File: src/logic/pms_map.svh
// Register map, field positions, reset values and timing counts of the monitor sequencer
// Behaviour
// - Power-up scan order: sense, supply, auxiliary
// - Result split: upper eight, lower four bits
// - Scan refreshes all six registers at 7.5Hz
// - Freeze bit stops updates, allows free access
// - Snapshot write starts conversion, sets busy
// - Snapshot end halts converter, clears busy
// - Snapshot result kept in channel register pair
// - Busy flag stays clear during scan
// - Sense code: 20uV step, 81.92mV full scale
// - Supply code: 25mV step, 102.4V full scale
// - Auxiliary code: 0.5mV step, 2.048V full scale
// - Low shutdown input enters shutdown; open is inactive
// - Two three-state selects give nine addresses
// - Serial data shifted on rising bus clock
// - Inverted variant drives complement on data output
// - Split data output returns data and acknowledges
`ifndef PMS_MAP_SVH
`define PMS_MAP_SVH
// Register indices; byte address is four times the index
`define PMS_IDX_CTRL 3'h6
`define PMS_IDX_STATUS 3'h7
`define PMS_PTR_LAST 3'h6
`define PMS_DATA_REGS 6
// Control field positions
`define PMS_CTL_SNAP 7
`define PMS_CTL_CHS_HI 6
`define PMS_CTL_CHS_LO 5
`define PMS_CTL_FREEZE 4
`define PMS_CTL_RESET 8'h0C
`define PMS_DATA_RESET 8'h00
// Busy flag position in a low-order data register
`define PMS_BUSY_MASK 8'h08
// Converter code weights, nanovolts per step and microvolts full scale
`define PMS_SENSE_STEP_NV 20000
`define PMS_SENSE_FS_UV 81920
`define PMS_SUPPLY_STEP_NV 25000000
`define PMS_SUPPLY_FS_UV 102400000
`define PMS_AUX_STEP_NV 500000
`define PMS_AUX_FS_UV 2048000
// Bus address pieces
`define PMS_ADDR_BASE 3'h6
`define PMS_ADDR_MASS 7'h66
// Timing
`define PMS_CLK_HZ 40000000
`define PMS_SCAN_RATE_DHZ 75
`define PMS_SCAN_CYC (`PMS_CLK_HZ * 10 / (`PMS_SCAN_RATE_DHZ * 3))
`define PMS_SNAP_SENSE_MS 67
`define PMS_SNAP_OTHER_MS 33
`define PMS_SNAP_SENSE_CYC (`PMS_SNAP_SENSE_MS * (`PMS_CLK_HZ / 1000))
`define PMS_SNAP_OTHER_CYC (`PMS_SNAP_OTHER_MS * (`PMS_CLK_HZ / 1000))
`define PMS_CNT_W 22
`endif

File: src/logic/pms_pkg.sv
// Types shared by the monitor sequencer
package pms_pkg;
  // Converter sequencing states
  typedef enum logic [3:0] {
    PMS_CV_SCAN = 4'h1,
    PMS_CV_SNAP = 4'h2,
    PMS_CV_HALT = 4'h4,
    PMS_CV_SHUTDOWN_IN_N = 4'h8
  } pms_conv_st_t;
  // Serial slave states
  typedef enum logic [4:0] {
    PMS_IC_IDLE = 5'h01,
    PMS_IC_ADDR = 5'h02,
    PMS_IC_CMD = 5'h04,
    PMS_IC_WDAT = 5'h08,
    PMS_IC_RDAT = 5'h10
  } pms_ser_st_t;
endpackage : pms_pkg

File: src/logic/pms_adc_seq.sv
// Converter sequencer with register file, Avalon slave and serial slave
`timescale 1ns/10ps
`include "pms_map.svh"
module pms_adc_seq #(
  parameter int SCAN_CYC = `PMS_SCAN_CYC,
  parameter int SNAP_SENSE_CYC = `PMS_SNAP_SENSE_CYC,
  parameter int SNAP_OTHER_CYC = `PMS_SNAP_OTHER_CYC,
  parameter bit INVERT_OUT = 1'b1,
  parameter logic [1:0] CODE_SENSE = 2'h0,
  parameter logic [1:0] CODE_SUPPLY = 2'h1,
  parameter logic [1:0] CODE_AUX = 2'h2
) (
  // Clock and reset
  input wire logic clk,
  input wire logic reset_n,
  // Avalon-MM slave
  input wire logic [4:0] avs_address,
  input wire logic avs_read,
  input wire logic avs_write,
  input wire logic [31:0] avs_writedata,
  output logic [31:0] avs_readdata,
  output logic avs_waitrequest,
  // Converter front end
  input wire logic [11:0] adc_result,
  output logic adc_run,
  output logic [1:0] adc_chan,
  output logic shutdown_active,
  // Pins: shutdown and three-state address selects (00 low, 01 open, 10 high)
  input wire logic shutdown_in_n,
  input wire logic [1:0] addr_select_lo,
  input wire logic [1:0] addr_select_hi,
  // Serial bus pins
  input wire logic scl_in,
  input wire logic split_data_in,
  output logic split_data_out,
  output logic split_data_out_oe
);
  // Pin synchronisers, third stage only for edge finding
  logic scl_s1, scl_s2, scl_s3, sda_s1, sda_s2, sda_s3, shd_s1, shd_s2;
  logic [1:0] asl_s1, asl_s2, ash_s1, ash_s2;
  // Register file
  logic [7:0] data_reg [0:5];
  logic [7:0] ctrl_reg;
  logic [7:0] rd_view [0:7];
  // Avalon handshake
  logic wait_reg;
  logic [31:0] rdata_reg;
  // Converter sequencer
  pms_pkg::pms_conv_st_t cst_reg, cst_next;
  logic [`PMS_CNT_W-1:0] cnt_reg, cnt_next;
  logic [1:0] ch_reg, ch_next;
  logic busy_reg, busy_next, run_reg, run_next;
  // Serial slave
  pms_pkg::pms_ser_st_t ist_reg, ist_next;
  logic [3:0] bit_reg, bit_next;
  logic [7:0] sh_reg, sh_next, tx_reg, tx_next;
  logic [2:0] ptr_reg, ptr_next, widx_reg, widx_next;
  logic [7:0] wdat_reg, wdat_next;
  logic ack_reg, ack_next, iwr_reg, iwr_next, out_reg, out_next, oe_reg;

  // Synchronise the serial, shutdown and select pins through two flops
  always_ff @(posedge clk or negedge reset_n) begin
    if (!reset_n) begin
      {scl_s1, scl_s2, scl_s3, sda_s1, sda_s2, sda_s3} <= 6'h3F;
      {shd_s1, shd_s2} <= 2'h3;
      {asl_s1, asl_s2, ash_s1, ash_s2} <= 8'h00;
    end else begin
      {scl_s1, scl_s2, scl_s3} <= {scl_in, scl_s1, scl_s2};
      {sda_s1, sda_s2, sda_s3} <= {split_data_in, sda_s1, sda_s2};
      {shd_s1, shd_s2} <= {shutdown_in_n, shd_s1};
      {asl_s1, asl_s2, ash_s1, ash_s2} <= {addr_select_lo, asl_s1, addr_select_hi, ash_s1};
    end
  end

  // Bus events seen on the synchronised pins
  wire scl_rise = scl_s2 & ~scl_s3;
  wire scl_fall = ~scl_s2 & scl_s3;
  wire bus_start = scl_s2 & scl_s3 & sda_s3 & ~sda_s2;
  wire bus_stop = scl_s2 & scl_s3 & ~sda_s3 & sda_s2;
  // Nine addresses: 110 then index hi*3+lo of the three-state levels
  wire [3:0] sel_idx = 4'(ash_s2 * 2'd3) + {2'h0, asl_s2};
  wire [6:0] own_addr = {`PMS_ADDR_BASE, sel_idx};

  // Avalon decode; a write lands on the edge where waitrequest is seen low
  wire av_word_ok = (avs_address[1:0] == 2'h0);
  wire [2:0] av_idx = avs_address[4:2];
  wire av_wr_fire = avs_write & ~wait_reg & av_word_ok;
  // Common write port; the Avalon side wins a same-cycle clash
  wire wr_en = av_wr_fire | iwr_reg;
  wire [2:0] wr_idx = av_wr_fire ? av_idx : widx_reg;
  wire [7:0] wr_data = av_wr_fire ? avs_writedata[7:0] : wdat_reg;
  wire ctrl_wr = wr_en & (wr_idx == `PMS_IDX_CTRL);
  wire freeze = ctrl_reg[`PMS_CTL_FREEZE];
  // Only a clear-to-set edge of the snapshot bit starts a conversion
  wire snap_trig = ctrl_wr & wr_data[`PMS_CTL_SNAP] & ~ctrl_reg[`PMS_CTL_SNAP];
  wire [1:0] sel_code = wr_data[`PMS_CTL_CHS_HI:`PMS_CTL_CHS_LO];
  // Code-to-channel map; an unmapped code starts nothing
  wire code_ok = (sel_code == CODE_SENSE) | (sel_code == CODE_SUPPLY) | (sel_code == CODE_AUX);
  wire [1:0] code_ch = (sel_code == CODE_SENSE) ? 2'h0 : (sel_code == CODE_SUPPLY) ? 2'h1 : 2'h2;
  wire conv_done = run_reg & (cnt_reg == '0);
  wire store_en = conv_done & ~freeze;
  wire shd_low = ~shd_s2;

  // Register file entries; converter stores yield to the freeze bit
  genvar gi;
  generate
    for (gi = 0; gi < `PMS_DATA_REGS; gi++) begin : g_data
      wire hit_cv = store_en & (ch_reg == 2'(gi / 2));
      // Straight binary code: value divided by the channel step
      wire [7:0] cv_byte = (gi % 2 == 0) ? adc_result[11:4] : {adc_result[3:0], 4'h0};
      wire hit_wr = wr_en & freeze & (wr_idx == 3'(gi));
      always_ff @(posedge clk or negedge reset_n) begin
        if (!reset_n) begin
          data_reg[gi] <= `PMS_DATA_RESET;
        end else if (hit_wr) begin
          data_reg[gi] <= wr_data;
        end else if (hit_cv) begin
          data_reg[gi] <= cv_byte;
        end
      end
      // Busy overlays the low-order register of the converting channel
      wire busy_here = busy_reg & (gi % 2 == 1) & (ch_reg == 2'(gi / 2));
      assign rd_view[gi] = data_reg[gi] | (busy_here ? `PMS_BUSY_MASK : 8'h00);
    end
  endgenerate
  assign rd_view[6] = ctrl_reg;
  assign rd_view[7] = {busy_reg, run_reg, ch_reg, cst_reg};

  // Control register and Avalon answer, one wait cycle per access
  always_ff @(posedge clk or negedge reset_n) begin
    if (!reset_n) begin
      ctrl_reg <= `PMS_CTL_RESET;
      wait_reg <= 1'b1;
      rdata_reg <= '0;
    end else begin
      if (ctrl_wr) begin
        ctrl_reg <= wr_data;
      end
      wait_reg <= ~((avs_read | avs_write) & wait_reg);
      rdata_reg <= {24'h0, av_word_ok ? rd_view[av_idx] : 8'h00};
    end
  end

  // Converter sequencing: scan, snapshot, halt after snapshot, shutdown
  always_comb begin
    cst_next = cst_reg;
    cnt_next = (run_reg && cnt_reg != '0) ? cnt_reg - 1'b1 : cnt_reg;
    ch_next = ch_reg;
    busy_next = busy_reg;
    run_next = run_reg;
    case (cst_reg)
      pms_pkg::PMS_CV_SCAN: begin
        // Sense, supply, auxiliary, round again
        if (conv_done) begin
          ch_next = (ch_reg == 2'h2) ? 2'h0 : ch_reg + 2'h1;
          cnt_next = `PMS_CNT_W'(SCAN_CYC - 1);
        end
        busy_next = 1'b0;
      end
      pms_pkg::PMS_CV_SNAP: begin
        if (conv_done) begin
          busy_next = 1'b0;
          run_next = 1'b0;
          cst_next = pms_pkg::PMS_CV_HALT;
        end
      end
      pms_pkg::PMS_CV_HALT: begin
        // Result stays put until software leaves snapshot mode
        if (!ctrl_reg[`PMS_CTL_SNAP]) begin
          cst_next = pms_pkg::PMS_CV_SCAN;
          ch_next = 2'h0;
          cnt_next = `PMS_CNT_W'(SCAN_CYC - 1);
          run_next = 1'b1;
        end
      end
      pms_pkg::PMS_CV_SHUTDOWN_IN_N: begin
        // Restart the scan from the sense channel on wake
        if (!shd_low) begin
          cst_next = pms_pkg::PMS_CV_SCAN;
          ch_next = 2'h0;
          cnt_next = `PMS_CNT_W'(SCAN_CYC - 1);
          run_next = 1'b1;
        end
      end
      default: begin
        cst_next = pms_pkg::PMS_CV_SCAN;
        run_next = 1'b1;
      end
    endcase
    if (snap_trig && code_ok && cst_reg != pms_pkg::PMS_CV_SHUTDOWN_IN_N) begin
      cst_next = pms_pkg::PMS_CV_SNAP;
      ch_next = code_ch;
      cnt_next = (code_ch == 2'h0) ? `PMS_CNT_W'(SNAP_SENSE_CYC - 1) : `PMS_CNT_W'(SNAP_OTHER_CYC - 1);
      busy_next = 1'b1;
      run_next = 1'b1;
    end
    if (shd_low) begin
      cst_next = pms_pkg::PMS_CV_SHUTDOWN_IN_N;
      busy_next = 1'b0;
      run_next = 1'b0;
    end
  end

  // Converter state flops; scan is the power-up default
  always_ff @(posedge clk or negedge reset_n) begin
    if (!reset_n) begin
      cst_reg <= pms_pkg::PMS_CV_SCAN;
      cnt_reg <= `PMS_CNT_W'(SCAN_CYC - 1);
      ch_reg <= 2'h0;
      {busy_reg, run_reg} <= 2'h1;
    end else begin
      cst_reg <= cst_next;
      cnt_reg <= cnt_next;
      ch_reg <= ch_next;
      {busy_reg, run_reg} <= {busy_next, run_next};
    end
  end

  // Serial slave; bits taken on rising clock, output changed on falling
  wire [7:0] byte_in = {sh_reg[6:0], sda_s2};
  wire [2:0] ptr_inc = (ptr_reg == `PMS_PTR_LAST) ? 3'h0 : ptr_reg + 3'h1;
  wire addr_hit = (byte_in[7:1] == own_addr) | ((byte_in[7:1] == `PMS_ADDR_MASS) & ~byte_in[0]);
  always_comb begin
    ist_next = ist_reg;
    bit_next = bit_reg;
    sh_next = sh_reg;
    tx_next = tx_reg;
    ptr_next = ptr_reg;
    ack_next = ack_reg;
    iwr_next = 1'b0;
    widx_next = widx_reg;
    wdat_next = wdat_reg;
    out_next = out_reg;
    if (bus_start) begin
      ist_next = pms_pkg::PMS_IC_ADDR;
      bit_next = 4'h0;
      ack_next = 1'b0;
    end else if (bus_stop) begin
      ist_next = pms_pkg::PMS_IC_IDLE;
      ptr_next = 3'h0;
      ack_next = 1'b0;
      out_next = 1'b1;
    end else if (scl_rise && ist_reg != pms_pkg::PMS_IC_IDLE) begin
      if (bit_reg == 4'h8) begin
        // Ninth clock: our acknowledge ends, or the master's is read
        bit_next = 4'h0;
        ack_next = 1'b0;
        if (ist_reg == pms_pkg::PMS_IC_RDAT) begin
          // Our own address acknowledge or the master's fetches a byte; a master refusal ends the read
          if (sda_s2 && !ack_reg) begin
            ist_next = pms_pkg::PMS_IC_IDLE;
          end else begin
            tx_next = rd_view[ptr_reg];
            ptr_next = ptr_inc;
          end
        end
      end else begin
        sh_next = byte_in;
        bit_next = bit_reg + 4'h1;
        if (bit_reg == 4'h7) begin
          case (ist_reg)
            pms_pkg::PMS_IC_ADDR: begin
              ack_next = addr_hit;
              // First read byte is fetched on the acknowledge clock, not here, so the pointer moves once
              ist_next = !addr_hit ? pms_pkg::PMS_IC_IDLE : byte_in[0] ? pms_pkg::PMS_IC_RDAT : pms_pkg::PMS_IC_CMD;
            end
            pms_pkg::PMS_IC_CMD: begin
              ptr_next = byte_in[2:0];
              ack_next = 1'b1;
              ist_next = pms_pkg::PMS_IC_WDAT;
            end
            pms_pkg::PMS_IC_WDAT: begin
              iwr_next = 1'b1;
              widx_next = ptr_reg;
              wdat_next = byte_in;
              ptr_next = ptr_inc;
              ack_next = 1'b1;
            end
            default: begin
              ack_next = 1'b0;
            end
          endcase
        end
      end
    end else if (scl_fall) begin
      // Acknowledge low, read bit MSB first, else released
      if (bit_reg == 4'h8) begin
        out_next = ~ack_reg;
      end else if (ist_reg == pms_pkg::PMS_IC_RDAT) begin
        out_next = tx_reg[~bit_reg[2:0]];
      end else begin
        out_next = 1'b1;
      end
    end
  end

  // Serial state flops; the pin pull follows the variant's polarity
  always_ff @(posedge clk or negedge reset_n) begin
    if (!reset_n) begin
      ist_reg <= pms_pkg::PMS_IC_IDLE;
      {bit_reg, sh_reg, tx_reg} <= 20'h00000;
      {ptr_reg, widx_reg, wdat_reg} <= 14'h0000;
      {ack_reg, iwr_reg, out_reg} <= 3'h1;
      oe_reg <= INVERT_OUT;
    end else begin
      ist_reg <= ist_next;
      {bit_reg, sh_reg, tx_reg} <= {bit_next, sh_next, tx_next};
      {ptr_reg, widx_reg, wdat_reg} <= {ptr_next, widx_next, wdat_next};
      {ack_reg, iwr_reg, out_reg} <= {ack_next, iwr_next, out_next};
      oe_reg <= INVERT_OUT ? out_next : ~out_next;
    end
  end

  // Outputs straight from flops; the split data output is tied low
  assign avs_waitrequest = wait_reg;
  assign avs_readdata = rdata_reg;
  assign adc_run = run_reg;
  assign adc_chan = ch_reg;
  assign shutdown_active = cst_reg[3];
  assign split_data_out = 1'b0;
  assign split_data_out_oe = oe_reg;

  // Checks on the sequencer and the serial output
  property p_scan_order;
    @(posedge clk) disable iff (!reset_n)
    (cst_reg == pms_pkg::PMS_CV_SCAN && conv_done && ch_reg == 2'h0 && !snap_trig && shd_s2) |=> (ch_reg == 2'h1);
  endproperty
  a_scan_order: assert property (p_scan_order) else $error("scan order broken");
  property p_split;
    @(posedge clk) disable iff (!reset_n)
    (store_en && ch_reg == 2'h1 && !wr_en) |=> (data_reg[2] == $past(adc_result[11:4]) && data_reg[3][3:0] == 4'h0);
  endproperty
  a_split: assert property (p_split) else $error("result split wrong");
  property p_scan_reload;
    @(posedge clk) disable iff (!reset_n)
    (cst_reg == pms_pkg::PMS_CV_SCAN && conv_done && !snap_trig && shd_s2) |=> (cnt_reg == `PMS_CNT_W'(SCAN_CYC - 1));
  endproperty
  a_scan_reload: assert property (p_scan_reload) else $error("scan period wrong");
  property p_freeze;
    @(posedge clk) disable iff (!reset_n)
    (freeze && !wr_en) |=> $stable(data_reg[0]) && $stable(data_reg[5]);
  endproperty
  a_freeze: assert property (p_freeze) else $error("frozen data changed");
  property p_snap_start;
    @(posedge clk) disable iff (!reset_n)
    (snap_trig && code_ok && shd_s2 && cst_reg != pms_pkg::PMS_CV_SHUTDOWN_IN_N) |=> busy_reg && run_reg ##1 busy_reg;
  endproperty
  a_snap_start: assert property (p_snap_start) else $error("snapshot did not start");
  property p_snap_end;
    @(posedge clk) disable iff (!reset_n)
    (cst_reg == pms_pkg::PMS_CV_SNAP && conv_done && !snap_trig && shd_s2) |=> (!busy_reg && !run_reg);
  endproperty
  a_snap_end: assert property (p_snap_end) else $error("snapshot did not end");
  property p_scan_idle;
    @(posedge clk) disable iff (!reset_n)
    (cst_reg == pms_pkg::PMS_CV_SCAN) |-> !busy_reg;
  endproperty
  a_scan_idle: assert property (p_scan_idle) else $error("busy set in scan");
  property p_shutdown;
    @(posedge clk) disable iff (!reset_n)
    $fell(shd_s2) |=> (shutdown_active && !adc_run);
  endproperty
  a_shutdown: assert property (p_shutdown) else $error("shutdown not entered");
  property p_ack;
    @(posedge clk) disable iff (!reset_n)
    (scl_fall && bit_reg == 4'h8 && ack_reg && !bus_start && !bus_stop) |=> (split_data_out_oe == !INVERT_OUT);
  endproperty
  a_ack: assert property (p_ack) else $error("acknowledge not driven");
  c_snapshot: cover property (@(posedge clk) disable iff (!reset_n) busy_reg ##1 !busy_reg);
  c_wrap: cover property (@(posedge clk) disable iff (!reset_n) conv_done && ch_reg == 2'h2);
  c_i2c_write: cover property (@(posedge clk) disable iff (!reset_n) iwr_reg);
  c_shutdown_in_n: cover property (@(posedge clk) disable iff (!reset_n) cst_reg == pms_pkg::PMS_CV_SHUTDOWN_IN_N);
endmodule : pms_adc_seq

File: config.mk
export PLATFORM = sky130hd
export DESIGN_NAME = pms_adc_seq
export DESIGN_NICKNAME = d
export VERILOG_FILES = /design/src/logic/pms_pkg.sv /design/src/logic/pms_adc_seq.sv
export VERILOG_INCLUDE_DIRS = /design/src /design/src/logic
export SDC_FILE = /design/constraint.sdc
export NUM_CORES = 1
export LEC_CHECK = 0
export BUFFER_PORTS_ARGS = -buffer_cell sky130_fd_sc_hd__buf_2
export CORE_UTILIZATION = 57
export CTS_BUF_LIST = sky130_fd_sc_hd__clkbuf_2 sky130_fd_sc_hd__clkbuf_4 sky130_fd_sc_hd__clkbuf_8
export DETAILED_ROUTE_END_ITERATION = 8
export HOLD_SLACK_MARGIN = 0.06
export PLACE_DENSITY = 0.84
export SYNTH_ARGS = -nofsm -noshare
export SYNTH_HDL_FRONTEND = slang
export SYNTH_SLANG_ARGS = --single-unit
File: constraint.sdc
create_clock -name clk -period 3.4 [get_ports clk]
set_input_delay 0.51 -clock clk [delete_from_list [all_inputs] [get_ports clk]]
set_output_delay 0.51 -clock clk [all_outputs]
set_load 0.1 [all_outputs]
# After elaboration in Yosys (flattened, before gate mapping)
# Index checks and enable logic that the tools add are counted.
word_totals:
  regBits: 152
  in_bits: 60
  out_inout_bits: 39
op_classes:
  addsub: 5
  mul: 1
  order_cmp: 3
  n_eq_ne: 38
  mux: 93
  n_bitwise: 53
  reduce_logical: 40
ops:
  columns: ["cell", "count"]
  rows:
  - ["$mux W8", 18]
  - ["$mux W22", 6]
  - ["$pmux W22 S3", 1]
  - ["$bmux W8 S3", 2]
  - ["$mux W5", 9]
  - ["$mux W4", 11]
  - ["$and A1 B1 Y1", 29]
  - ["$mux W3", 8]
  - ["$or A8 B4 Y8", 3]
  - ["$mux W1", 23]
  - ["$logic_not A22 Y1", 1]
  - ["$reduce_bool A22 Y1", 1]
  - ["$sub A22 B1 Y22 const B", 1]
  - ["$reduce_and A6 Y1", 3]
  - ["$reduce_bool A2 Y1", 9]
  - ["$ne A3 B3 Y1 const B", 5]
  - ["$mux W2", 7]
  - ["$not A1 Y1", 13]
  - ["$eq A3 B3 Y1 const B", 4]
  - ["$ne A4 B4 Y1 const B", 3]
  - ["$pmux W4 S3", 1]
  - ["$reduce_bool A4 Y1", 3]
  - ["$pmux W5 S2", 1]
  - ["$eq A4 B3 Y1 const B", 2]
  - ["other kinds (44)", 69]

# Logic depth before layout (Yosys ltp)
logic_depth:
  word_depth: 12
  ltp_mapped: 12
  ltp_nobuf: 12

# Worst setup path before layout
# Ideal clock, no wire load.
synth_timing:
  path_type: "reg-to-reg"
  startpoint: "reg asl_s2[1]"
  endpoint: "reg ist_reg[2]"
  setup_ns: 0.110
  arrival_ns: 2.462
  required_ns: 3.290
  slack_ns: 0.828
  path_stages_with_launch: 13
  n_path_buf: 0
  path_cell_list: "dfrtp_1 -> inv_1 -> fa_1 -> inv_1 -> ha_1 -> inv_1 -> fa_1 -> xor2_1 -> nand4_1 -> o41ai_1 -> nand4b_1 -> nand2b_1 -> o41ai_1"
synth_between:
  elab_chain_len: 10
synth_rtl:
  columns: ["element", "line_no", "text"]
  rows:
  - ["from (decl)", "pms_adc_seq.sv:40", "logic [1:0] asl_s1, asl_s2, ash_s1, ash_s2;"]
  - ["from (signal assigned)", "pms_adc_seq.sv:71", "{asl_s1, asl_s2, ash_s1, ash_s2} <= {addr_select_lo, asl_s1, addr_select_hi, ash_s1};"]
  - ["$add A4 B2 Y4", "pms_adc_seq.sv:81", "wire [3:0] sel_idx = 4'(ash_s2 * 2'd3) + {2'h0, asl_s2};"]
  - ["$eq A7 B7 Y1", "pms_adc_seq.sv:222", "wire addr_hit = (byte_in[7:1] == own_addr) | ((byte_in[7:1] == `PMS_ADDR_MASS) & ~byte_in[0]);"]
  - ["$or A1 B1 Y1", "pms_adc_seq.sv:222", null]
  - ["$mux W5", "pms_adc_seq.sv:265", "ist_next = !addr_hit ? pms_pkg::PMS_IC_IDLE : byte_in[0] ? pms_pkg::PMS_IC_RDAT : pms_pkg::PMS_IC_CMD;"]
  - ["$pmux W5 S2", "pms_adc_seq.sv:261", "case (ist_reg)"]
  - ["$mux W5", "pms_adc_seq.sv:260", "if (bit_reg == 4'h7) begin"]
  - ["$mux W5", "pms_adc_seq.sv:244", "if (bit_reg == 4'h8) begin"]
  - ["$mux W5", "pms_adc_seq.sv:243", "end else if (scl_rise && ist_reg != pms_pkg::PMS_IC_IDLE) begin"]
  - ["$mux W5", "pms_adc_seq.sv:238", "end else if (bus_stop) begin"]
  - ["$mux W5", "pms_adc_seq.sv:234", "if (bus_start) begin"]
  - ["to (signal assigned)", "pms_adc_seq.sv:300", "ist_reg <= pms_pkg::PMS_IC_IDLE;"]
  - ["to (signal assigned)", "pms_adc_seq.sv:306", "ist_reg <= ist_next;"]
  - ["to (decl)", "pms_adc_seq.sv:54", "pms_pkg::pms_ser_st_t ist_reg, ist_next;"]
# Every way passes these cells. The select of a mux whose other input is x is not followed.
# A chain may end at the register's enable or synchronous reset.

# Final worst setup path
# Same ends and word-level chain as after synthesis.

==> Implementation_results.wiki <==
{| class="wikitable"
! Metric !! Value
|-
| Netlist Area Pre-Place || 0.00840 mm^2
|-
| Width of the die || 123 um
|-
| Clock latency reported for the late side of the worst-skew pair || 0.48 ns
|-
| Total length of routed wires || 19,100 um
|-
| Hold WS || 0.0611 ns
|-
| Num Clock Sinks || approximately 150
|-
| Unique cell type count in the Yosys netlist || 73
|-
| Area growth, synth to finish || 8.81%
|-
| Quantity of gates resized following cts || 0
|-
| Count of pins on the block boundary || 99
|-
| Overall power after layout || about 0.0046 W
|-
| Fraction of post-synthesis cell area in the top cell type by area || 38.4%
|-
| Ratio of cells with drive above 1 in the final layout || 23.8%
|-
| Starting density of the core || 58.0%
|-
| Run status || finished clean
|-
| Dominant synthesized flop cell || sky130_fd_sc_hd__dfrtp_1
|-
| Global-route wire length before repair || 30,700 um
|-
| Max_slew headroom || 25.5%
|-
| Wirelength per Cell || 19.7 um
|-
| Achievable clock frequency || 352 MHz
|-
| Power per standard cell area || 501 mW/mm^2
|-
| Number of buffers on the longest clock path || 2
|-
| TritonCTS clock tree || done
|-
| Root Buffer Master || sky130_fd_sc_hd__clkbuf_8
|-
| Vias per cell || 6.31
|-
| Post-detailed-placement half-perimeter wirelength || roughly 13,000 um
|-
| Slew of the pin with the lowest slew margin || 1.11 ns
|-
| Yosys warns || 0
|-
| Required time of the worst setup path || 3.77 ns
|-
| Max FO, Critical Path || 3
|-
| Shortest period the worst path allows || about 2.8 ns
|-
| Largest net degree at the start of global routing || just under 80
|-
| Unrepaired setup endpoints after global routing || no
|-
| Maximum vdd ir drop || around 0.38 mV
|-
| Residual antenna-violating net count after detailed routing || 0
|-
| Library cell occupying the most area in the post-synthesis netlist || sky130_fd_sc_hd__dfrtp_1
|-
| Final hold vios || 0
|-
| Number of max-cap violations || 0
|-
| Sort of element at the start of the critical path || flip-flop
|-
| Crit Path Class || flip-flop to flip-flop
|-
| Vias in the first global route || 6,064
|-
| Share of the yosys chip area belonging to registers || between 40 and 50%
|-
| Final layout net count || approximately 840
|-
| Iteration-0 DRC Markers || 444
|-
| Gate count after technology mapping || roughly 740
|-
| Flop2flop setup slack || approximately 0.56 ns
|-
| Max Slew Vio Count || 0
|-
| Clock transition at the registers of the reported paths || 0.08 ns
|-
| Final core occ || 63.2%
|-
| Total grt overflow || 0
|-
| Critical R2R Capture || ist_reg[2]
|-
| Count of buffers from port buffering || about 50
|-
| Clock skew || 0.0155 ns
|-
| Ratio of final minimum period to clock period || 83.5%
|-
| PnR worst setup slack || 0.562 ns
|-
| Most frequent cell after synthesis || sky130_fd_sc_hd__dfrtp_1
|-
| GRT Total Usage || 27.2%
|-
| Most common library cells after synthesis || sky130_fd_sc_hd__dfrtp_1, sky130_fd_sc_hd__mux2i_1, sky130_fd_sc_hd__nor2_1
|-
| Pre-CTS worst setup slack || 0.523 ns
|-
| Startpoint of the worst register-to-register path || asl_s2[1]
|-
| First-pass iteration count of the detailed router || 5
|-
| Startpoint of the worst setup timing path || asl_s2[1]
|-
| Number of vias after detailed routing || 6,144
|-
| Die Ht || 123 um
|-
| Fraction of registers with async set/reset || 100%
|-
| Drt drc || 0
|-
| End point of the critical path || ist_reg[2]
|-
| Post-cts hold buffer count || 0
|-
| Type of the worst min-delay path || input pin to asynchronous set/reset pin
|-
| FP Rows || between 40 and 50
|-
| Type of destination of the critical path || flip-flop
|-
| Dominant cells by area after synthesis || sky130_fd_sc_hd__dfrtp_1, sky130_fd_sc_hd__mux2i_1, sky130_fd_sc_hd__mux4_2
|-
| # setup viols final || 0
|-
| Flip-flop count of the largest register after layout || 48
|-
| Total Neg Setup Slack || 0 ns
|-
| Antenna diode count || 0
|-
| CTS H-Tree Depth || 4
|-
| Average size of a mapped cell || approximately 11 um^2
|-
| Post-synth EDFFs || 0
|-
| Crit path arrival time || 3.20 ns
|-
| Antenna violations before repair || 1
|-
| Number of register bits inferred by synthesis || 152
|-
| Post-CTS repair timing setup buffer count || 0
|-
| Number of clock buffers inserted by TritonCTS || 17
|-
| Leakage component of the power || around 4.2 nW
|-
| GPL Wtd Cong || slightly above 0.9
|-
| Core Region || 0.0145 mm^2
|-
| Die Outline Area || 0.0152 mm^2
|-
| Depth of the worst register-to-register path || 12
|}
[logic make-up after synthesis]
| logic type | count (synthesis) | synth area share (%) |
|---|---|---|
| multiplexers | 139 | 21.6 |
| adder cells (fa/ha/maj) | 8 | 1.37 |
| AO/OA/AOI/OAI | 127 | 9.89 |
| XOR/XNOR | 28 | 2.92 |
| other | 1 | 0.0446 |
| AND/OR/NAND/NOR | 200 | 13.1 |
| buffers and inverters | 81 | 5.42 |
| flip-flops | 152 | 45.6 |
[cells in the final DEF, fill, tap and decap left out, types with 5 or more instances in the layout]
cell and n:
sky130_fd_sc_hd__nor4_1 8, sky130_fd_sc_hd__dfstp_2 23, sky130_fd_sc_hd__a21o_1 8, sky130_fd_sc_hd__a21oi_1 38
sky130_fd_sc_hd__clkbuf_8 18, sky130_fd_sc_hd__nor2b_1 9, sky130_fd_sc_hd__buf_2 48, sky130_fd_sc_hd__mux4_2 32
sky130_fd_sc_hd__nand2b_1 7, sky130_fd_sc_hd__nand2_1 33, sky130_fd_sc_hd__ha_1 6, sky130_fd_sc_hd__a221o_1 5
sky130_fd_sc_hd__xnor2_1 15, sky130_fd_sc_hd__nor3_1 16, sky130_fd_sc_hd__mux2i_1 88, sky130_fd_sc_hd__nand4_1 6
sky130_fd_sc_hd__conb_1 25, sky130_fd_sc_hd__or3_1 7, sky130_fd_sc_hd__buf_4 12, sky130_fd_sc_hd__o21ai_0 26
sky130_fd_sc_hd__xor2_1 13, sky130_fd_sc_hd__dfrtp_1 129, sky130_fd_sc_hd__nor2_1 60, sky130_fd_sc_hd__mux2_2 19
sky130_fd_sc_hd__inv_1 16, sky130_fd_sc_hd__nand3b_1 7, sky130_fd_sc_hd__o21ai_1 6, sky130_fd_sc_hd__nand3_1 17
sky130_fd_sc_hd__o2bb2ai_1 7
[final cells by class]
cell class	count	area, um^2
Tap cell	184	230
Fill cell	1119	5340
Inverter	16	60.1
Timing Repair Buffer	62	362
Multi-Input combinational cell	527	4220
Sequential cell	152	3830
Clock buffer	20	263
Clock inverter	12	176
[metal layers]
| metal | vias to the layer above | GRT usage (%) | part of all wire [%] | wire length, um |
|---|---|---|---|---|
| met5 | - | 0 | 0.068 | 13 |
| met4 | 2 | 12.4 | 2.8 | 545 |
| met3 | 58 | 6.23 | 7.8 | 1500 |
| met2 | 285 | 44.6 | 49 | 9430 |
| met1 | 3056 | 34.4 | 40 | 7650 |
| li1 | 2743 | - | - | - |
[worst min path at each step]
stage                                  to  slack (ns)  cells after the start
after detailed placement        asl_s2[1]        0.34                      0
after floorplan                   ack_reg        0.21                      0
final                     avs_readdata[4]        0.06                      1
after global routing         data_reg[10]        0.12                      1
after global placement          ash_s2[0]        0.33                      0
after CTS                    data_reg[44]        0.09                      1
[power by group]
group	internal [W]	leakage, nW	total [W]	switching, W
combinational	0.000314	2.03	0.000823	0.000509
clock	0.000833	0.220	0.00152	0.000685
sequential	0.00199	1.93	0.00224	0.000250
total	0.00314	4.18	0.00459	0.00144
[through the flow]
stage / cells / area [um^2]
after global routing: 973 / 9140
after global placement: 941 / 8700
after CTS: 973 / 9140
after floorplan: 760 / 8490
after detailed placement: 941 / 8700
final: 973 / 9140
[worst max-delay path, stage by stage, from the launching register on]
cell and delay, ns:
sky130_fd_sc_hd__dfrtp_1 0.33, sky130_fd_sc_hd__inv_1 0.05, sky130_fd_sc_hd__fa_1 0.53, sky130_fd_sc_hd__inv_1 0.04, sky130_fd_sc_hd__ha_1 0.18, sky130_fd_sc_hd__inv_1 0.06, sky130_fd_sc_hd__fa_1 0.43, sky130_fd_sc_hd__xor2_1 0.17
sky130_fd_sc_hd__nand4_1 0.10, sky130_fd_sc_hd__o41ai_1 0.07, sky130_fd_sc_hd__nand4b_1 0.25, sky130_fd_sc_hd__nand2b_1 0.23, sky130_fd_sc_hd__o41ai_1 0.30
No activity file was read; power rests on OpenSTA's default activity.
